===== config.mk =====
export PLATFORM = sky130hd
export DESIGN_NAME = bovx_exec
export DESIGN_NICKNAME = d
export VERILOG_FILES = /design/src/rtl/bovx_pkg.sv /design/src/rtl/bovx_exec.sv
export SDC_FILE = /design/constraint.sdc
export NUM_CORES = 1
export LEC_CHECK = 0
export ABC_AREA = 1
export CORE_MARGIN = 2
export CORE_UTILIZATION = 58
export DETAILED_ROUTE_END_ITERATION = 7
export DONT_BUFFER_PORTS = 1
export HOLD_SLACK_MARGIN = 0.02
export PLACE_DENSITY_LB_ADDON = 0.15
export SYNTH_ARGS = -nofsm -noshare
export SYNTH_HDL_FRONTEND = slang
export SYNTH_SLANG_ARGS = --single-unit

===== constraint.sdc =====
create_clock -name mclk_in -period 2.6 [get_ports mclk_in]
set_input_delay 0.13 -clock mclk_in [delete_from_list [all_inputs] [get_ports mclk_in]]
set_output_delay 0.13 -clock mclk_in [all_outputs]
set_load 0.1 [all_outputs]

===== src/rtl/bovx_pkg.sv =====
// package: constants for the branch-on-overflow decode and execute block
package bovx_pkg;
  localparam int BOVX_PC_W = 21;
  localparam int BOVX_IW_W = 16;
  localparam logic [7:0] BOVX_OPC_BRANCH_OVF = 8'hE4;
  localparam logic [20:0] BOVX_PC_RST = 21'h000000;
  localparam logic [20:0] BOVX_PC_STEP = 21'h000002;
  localparam logic [1:0] BOVX_Q1 = 2'h0;
  localparam logic [1:0] BOVX_Q2 = 2'h1;
  localparam logic [1:0] BOVX_Q3 = 2'h2;
  localparam logic [1:0] BOVX_Q4 = 2'h3;
  typedef enum logic [0:0] {BOVX_EXEC, BOVX_FLUSH} bovx_state_e;
endpackage


===== src/rtl/bovx_exec.sv =====
// module: branch-on-overflow decoder and program counter update
`timescale 1ns/100ps
// Function
// - branch only when overflow flag is one
// - sign-extend offset, double, add to pc
// - target is instruction address plus 2 plus 2n
// - opcode upper byte 1110 0100, low byte offset
// - one cycle not taken, two when taken
// - decode, read literal, process, write pc in q4
module bovx_exec
  import bovx_pkg::*;
(
  input wire logic mclk_in,
  input wire logic rst_b_in,
  input wire logic [bovx_pkg::BOVX_IW_W-1:0] instr_in,
  input wire logic signed_overflow_flag_in,
  output logic [bovx_pkg::BOVX_PC_W-1:0] pc_out,
  output logic [1:0] qphase_out,
  output logic branch_if_ovf_flag_op_out,
  output logic branch_taken_out,
  output logic flush_out,
  output logic exec_en_out
);
  import bovx_pkg::*;

  // ----------------------------------------
  // reset release
  // ----------------------------------------
  logic rst_s1_r;
  logic rst_b_r;
  always_ff @(posedge mclk_in or negedge rst_b_in) begin
    if (!rst_b_in) begin
      rst_s1_r <= 1'b0;
      rst_b_r <= 1'b0;
    end else begin
      rst_s1_r <= 1'b1;
      rst_b_r <= rst_s1_r;
    end
  end

  // ----------------------------------------
  // phase sequencer
  // ----------------------------------------
  logic [1:0] q_r, q_nxt;
  bovx_state_e st_r, st_nxt;
  logic [BOVX_PC_W-1:0] pc_r, pc_nxt;
  logic [BOVX_PC_W-1:0] iaddr_r, iaddr_nxt;
  logic is_bov_r, is_bov_nxt;
  logic [7:0] lit_r, lit_nxt;
  logic take_r, take_nxt;
  logic [BOVX_PC_W-1:0] tgt_r, tgt_nxt;
  logic taken_out_r, taken_out_nxt;
  wire [BOVX_PC_W-1:0] ofs2;

  // the phases run freely; a taken branch just spends one more lap
  always_comb begin
    q_nxt = q_r + 2'h1;
  end

  always_ff @(posedge mclk_in or negedge rst_b_r) begin
    if (!rst_b_r) begin
      q_r <= BOVX_Q1;
    end else begin
      q_r <= q_nxt;
    end
  end

  // ----------------------------------------
  // execute state
  // ----------------------------------------
  always_comb begin
    st_nxt = st_r;
    take_nxt = take_r;
    unique case (st_r)
      BOVX_EXEC: begin
        if (q_r == BOVX_Q3) begin
          take_nxt = is_bov_r && signed_overflow_flag_in;
        end
        if (q_r == BOVX_Q4 && take_r) begin
          st_nxt = BOVX_FLUSH;
        end
      end
      BOVX_FLUSH: begin
        // forced no-op cycle while the prefetch refills
        if (q_r == BOVX_Q4) begin
          st_nxt = BOVX_EXEC;
          take_nxt = 1'b0;
        end
      end
    endcase
  end

  always_ff @(posedge mclk_in or negedge rst_b_r) begin
    if (!rst_b_r) begin
      st_r <= BOVX_EXEC;
      take_r <= 1'b0;
    end else begin
      st_r <= st_nxt;
      take_r <= take_nxt;
    end
  end

  // ----------------------------------------
  // decode and literal capture
  // ----------------------------------------
  // opcode and literal are caught only in a live cycle, so a word that
  // shows up during the flush never reaches the decoder
  always_comb begin
    is_bov_nxt = is_bov_r;
    lit_nxt = lit_r;
    if (st_r == BOVX_EXEC && q_r == BOVX_Q1) begin
      is_bov_nxt = (instr_in[15:8] == BOVX_OPC_BRANCH_OVF);
    end
    if (st_r == BOVX_EXEC && q_r == BOVX_Q2) begin
      lit_nxt = instr_in[7:0];
    end
  end

  always_ff @(posedge mclk_in or negedge rst_b_r) begin
    if (!rst_b_r) begin
      is_bov_r <= 1'b0;
      lit_r <= 8'h00;
    end else begin
      is_bov_r <= is_bov_nxt;
      lit_r <= lit_nxt;
    end
  end

  // ----------------------------------------
  // offset extension and branch target
  // ----------------------------------------
  // bit 0 stays clear because the offset counts words, not bytes
  assign ofs2[0] = 1'b0;
  assign ofs2[8:1] = lit_r;
  for (genvar gi = 9; gi < BOVX_PC_W; gi++) begin : g_sext
    assign ofs2[gi] = lit_r[7];
  end

  // formed in q3 so the q4 write is a plain load with no adder behind it
  always_comb begin
    tgt_nxt = tgt_r;
    if (st_r == BOVX_EXEC && q_r == BOVX_Q3) begin
      tgt_nxt = iaddr_r + BOVX_PC_STEP + ofs2;
    end
  end

  always_ff @(posedge mclk_in or negedge rst_b_r) begin
    if (!rst_b_r) begin
      tgt_r <= BOVX_PC_RST;
    end else begin
      tgt_r <= tgt_nxt;
    end
  end

  // ----------------------------------------
  // program counter
  // ----------------------------------------
  // pc already points past the executing word once q1 ends
  always_comb begin
    pc_nxt = pc_r;
    iaddr_nxt = iaddr_r;
    taken_out_nxt = taken_out_r;
    unique case (st_r)
      BOVX_EXEC: begin
        if (q_r == BOVX_Q1) begin
          iaddr_nxt = pc_r;
          pc_nxt = pc_r + BOVX_PC_STEP;
          taken_out_nxt = 1'b0;
        end
        if (q_r == BOVX_Q4 && take_r) begin
          pc_nxt = tgt_r;
          taken_out_nxt = 1'b1;
        end
      end
      BOVX_FLUSH: begin
        // pc holds: the flushed word must not advance it
        if (q_r == BOVX_Q4) begin
          taken_out_nxt = 1'b0;
        end
      end
    endcase
  end

  always_ff @(posedge mclk_in or negedge rst_b_r) begin
    if (!rst_b_r) begin
      pc_r <= BOVX_PC_RST;
      iaddr_r <= BOVX_PC_RST;
      taken_out_r <= 1'b0;
    end else begin
      pc_r <= pc_nxt;
      iaddr_r <= iaddr_nxt;
      taken_out_r <= taken_out_nxt;
    end
  end

  // ----------------------------------------
  // registered outputs
  // ----------------------------------------
  logic flush_r, flush_nxt;
  logic exec_r, exec_nxt;
  logic dec_r, dec_nxt;
  logic [1:0] qo_r;
  logic [BOVX_PC_W-1:0] pco_r;

  always_comb begin
    // outputs describe the phase that starts at this edge
    flush_nxt = (st_nxt == BOVX_FLUSH);
    exec_nxt = (st_nxt == BOVX_EXEC);
    dec_nxt = (st_nxt == BOVX_EXEC) ? is_bov_nxt : 1'b0;
  end

  always_ff @(posedge mclk_in or negedge rst_b_r) begin
    if (!rst_b_r) begin
      flush_r <= 1'b0;
      exec_r <= 1'b0;
      dec_r <= 1'b0;
      qo_r <= BOVX_Q1;
      pco_r <= BOVX_PC_RST;
    end else begin
      flush_r <= flush_nxt;
      exec_r <= exec_nxt;
      dec_r <= dec_nxt;
      qo_r <= q_nxt;
      pco_r <= pc_nxt;
    end
  end

  assign pc_out = pco_r;
  assign qphase_out = qo_r;
  assign branch_if_ovf_flag_op_out = dec_r;
  assign branch_taken_out = taken_out_r;
  assign flush_out = flush_r;
  assign exec_en_out = exec_r;
endmodule


Word-level counts from Yosys, hierarchy flattened:

Index checks and enable logic that the tools add are counted.

* add/sub/neg operators: 4
* multiply operators: 0
* divide/modulo/power cells: 0
* $lt $le $gt $ge: 0
* equal/unequal tests: 7
* shift operators: 0
* multiplexer cells: 13
* bitwise gates (word level): 2
* reduce and logical (&&, ||, !) cells: 11

Operators by type and width (count)
* 21-bit by 2-bit adder with 21-bit output, second input constant: 2
* 21-bit 2-to-1 mux: 2
* 21-bit adder: 1
* 8-bit == test, second input constant: 1
* 1-bit 2-to-1 mux: 8
* 2-bit AND reduction: 4
* 1-bit case mux with 2 select lines: 3
* 1-bit logical AND: 5
* 2-bit == test, second input constant: 2
* 2-bit by 1-bit != test with 1-bit output, second input constant: 2
* 3-bit by 2-bit != test with 1-bit output, second input constant: 1
* 2-bit by 1-bit adder with 2-bit output, second input constant: 1
* 2-bit by 1-bit == test with 1-bit output, second input constant: 1
* 2-bit zero test: 1
* 1-bit inverter: 2
* 2-bit nonzero test: 1

* register bits: 81
* latch bits: 0
* bits in writable memories: 0
* bits in read-only memories: 0
* bits of input ports: 19
* output and inout bits: 27
* logic and storage cells: 50
* memories kept: 0

Logic depth before layout (Yosys ltp):

* depth in word-level cells: 5
* mapped depth: 14

Worst setup path before layout:

OpenSTA, ideal clock, no wires.

* path type: register to register
* from: reg, netlist name pc_out[2]
* to: reg pco_r[15] (netlist: pc_out[15])
* arrival time: 2.084 ns
* slack: 0.389 ns
* cell stages (with the launch flop): 11
* buffers on the path: 0
* period minus slack after synthesis: 2.211 ns
* cells stage by stage: dfrtp_1 > ha_1 > nand2_1 > nor2_2 > inv_1 > nor2_1 > nand3_1 > nand2_1 > nand2_1 > nor2_1 > o22ai_1

RTL lines
* end signal: assignment: RTL line bovx_exec.sv:224 `pco_r <= pc_nxt;`
* end: declaration: RTL line bovx_exec.sv:203 `logic [BOVX_PC_W-1:0] pco_r;`

Final worst setup path:

* from: reg iaddr_r[2]
* to: reg tgt_r[14]

* cells in the longest elaborated chain, start to end: 2

Ends and longest elaborated chain
* start: declaration: RTL line bovx_exec.sv:47 `logic [BOVX_PC_W-1:0] iaddr_r, iaddr_nxt;`
* start signal: assignment: RTL line bovx_exec.sv:191 `iaddr_r <= iaddr_nxt;`
* 21-bit by 2-bit adder with 21-bit output: RTL line bovx_exec.sv:143 `tgt_nxt = iaddr_r + BOVX_PC_STEP + ofs2;`
* 21-bit adder: RTL line bovx_exec.sv:143
* end signal: assignment: RTL line bovx_exec.sv:151 `tgt_r <= tgt_nxt;`
* end: declaration: RTL line bovx_exec.sv:51 `logic [BOVX_PC_W-1:0] tgt_r, tgt_nxt;`

Every way passes these cells.
A chain may end at the register's enable or synchronous reset.

==> impl_metrics.tcl <==
set metrics [dict create \
    status "finished clean" \
    worst_slew_pin_slew_ns 0.877 \
    avgViaCountPerCell 5.57 \
    irDropWorstVdd_mv 0.666 \
    core-area_sq_mm 0.00818 \
    crit_required_ns 2.86 \
    cts_root_buf "clkbuf_8" \
    yosys-top-cells-count "nand2_1 (195), dfrtp_1 (81), inv_1 (64), o21ai_0 (47), nor2_1 (46)" \
    cts_max_level 3 \
    startpoint "iaddr_r[2]" \
    antenna_cells 0 \
    crit_type "register to register" \
    syn_inst 634 \
    rsz0062_at_grt "false" \
    syn_nets 696 \
    die_y_microns 95.6 \
    grt_pass1_wl_microns 20400 \
    cts_tree "yes" \
    grt_pass1_vias 4280 \
    reg2reg_slack_ns 0.25 \
    ys_warn_count 0 \
    worstSetupEndpointType "register" \
    crit_end "tgt_r[14]" \
    hold_class "register to async pin" \
    critPathLaunchType "register" \
    grt_max_degree 43 \
    arrival_ns 2.61 \
    ant_nets 0 \
    drc 0 \
    synth_flop_cell "dfrtp_1" \
    dp.cells 755 \
    min_period_ns 2.35 \
    yosysSeqAreaShare 0.416 \
    maxCapViolCount 0 \
    clock_path_buffers 2 \
    grt.overflow.total 0 \
    drive_above_1_share 0.0941 \
    antenna_found_initial 0 \
    hold_slack_ns 0.321 \
    port_buffers 0 \
    synthTopCellsByArea "dfrtp_1 (42%), nand2_1 (15%), ha_1 (11%), inv_1 (4.9%), o21ai_0 (4.8%)" \
    post-route-period-util 0.903 \
    drt_wl_total_microns 12500 \
    skew_ns 0.0102 \
    place_hpwl_microns 9170 \
    area_delta_synth_final_pct 13.7 \
    die_width_microns 95.6 \
    yosysTopAreaCellShare 0.416 \
    start_util 0.595 \
    syn_area_sq_mm 0.00487 \
    final_util 0.677 \
    wl_per_cell_microns 15.9 \
    p_leak_nw 2.82 \
    cts_setup_buffers 0 \
    nets 737 \
    clk_latency_ns 0.37 \
    drtIter0Drc 282 \
    syn_area_per_cell_sq_um 7.68 \
    synth.distinct_cells 31 \
    crit_path_max_fanout 4 \
    timing.rr.start "iaddr_r[2]" \
    firstDrtPassIters 5 \
    vias 4375 \
    layoutNonFillerInstCount 785 \
    fmax_ghz 0.426 \
    clkTransAtPathRegs_ns 0.09 \
    cts_made_buffers 9 \
    hold_viol 0 \
    grt_usage 0.297 \
    synth_edf_count 0 \
    power_density_mw_per_mm2 748 \
    setup_tns_ns 0 \
    die_area_sq_mm 0.00914 \
    relSlewSlack 0.416 \
    yosysTopAreaCell "dfrtp_1" \
    synthArstFlopShare 1.00 \
    io_pins 46 \
    fp-row-count 33 \
    timing.rr.end "tgt_r[14]" \
    place_congestion 0.931 \
    synth.most_common_cell "nand2_1" \
    setup_violations 0 \
    rr_worst_depth 11 \
    synth_seq_cells 81 \
    slew_violations 0 \
    cts_sinks 81 \
]
-- routing by layer --
layer  track usage  up-vias  share of wire
met5             0        -              0
met4        0.0917        0          0.029
met1         0.368     2055           0.41
li1              -     2152              -
met3        0.0759       30          0.054
met2         0.509      138           0.50
-- cell families after synthesis --
| kind of cell | synth area share |
|---|---|
| AOI/OAI and AO/OA | 0.102 |
| xor gates and xnor gates | 0.0180 |
| adders and majority gates | 0.112 |
| buffers and inverters | 0.0643 |
| DFF | 0.416 |
| muxes | 0.0162 |
| other | 0.000770 |
| and+or+nand+nor | 0.270 |
-- sequential cells by signal, indices dropped and copies added (netlist names), 2 cells and up --
register and count:
iaddr_r 21, pc_out 21, tgt_r 21, lit_r 8, qphase_out 2
-- worst max-delay path, stage by stage, from the launching register on --
cell and delay (ns):
dfrtp_1 0.40, ha_1 0.30, ha_1 0.27, fa_1 0.46, nand3_1 0.10, nand3_1 0.13, nand2_1 0.10, nand2_1 0.13
nand2_1 0.11, nand3b_1 0.09, nand3_1 0.10, nand2_1 0.07
-- how the worst min path moves through the flow --
stage,slack [ns],endpoint,depth (start not counted)
3_3_place_gp,-0.17,rst_s1_r,0
3_5_place_dp,-0.17,rst_s1_r,0
4_1_cts,0.34,qphase_out[0],0
5_1_grt,0.36,rst_b_r,0
6_report,0.32,is_bov_r,0
2_1_floorplan,-0.17,rst_b_r,0
-- through the flow --
stage	setup slack [ns]	area, sq um	total power [mW]
floorplan	0.177	4870	2.72
global placement	0.326	5170	3.04
detailed placement	0.196	5170	3.09
CTS	0.185	5530	4.13
global route	0.0875	5530	4.39
finish	0.253	5530	4.14
-- cell usage in the layout, fill, tap and decap left out, types with 4 or more instances in the layout --
cell type and n:
nor3_1 9, dlygate4sd3_1 14, inv_1 64, ha_1 42
nand4_1 7, nand2_1 195, nor2_1 46, nand3b_1 4
o21ai_1 10, o21ai_0 47, buf_4 31, a21oi_1 27
mux2_2 7, clkbuf_8 9, nand3_1 44, dfrtp_1 79
o22ai_1 4, xnor2_1 10
-- repair_timing --
action,CTS,global route
setup endpoints to repair,0,1
hold buffers,14,0
endpoints found under the hold margin,13,0
resized for setup,0,1
-- power breakdown --
group | switching (mW) | leakage (nW) | total (mW) | internal [mW]
Clock | 0.496 | 0.0991 | 1.04 | 0.544
Combinational | 0.982 | 1.79 | 1.42 | 0.436
Sequential | 0.199 | 0.927 | 1.68 | 1.48
-- cell type report --
class | instances | area [sq um]
sequential | 81 | 2030
clock inverter | 6 | 91.3
inverter | 67 | 251
clock buffer | 10 | 128
tap | 105 | 131
fill | 667 | 2640
multi-input combinational | 471 | 2530
timing repair buffer | 45 | 373
Power figures use the tool's default switching activity.
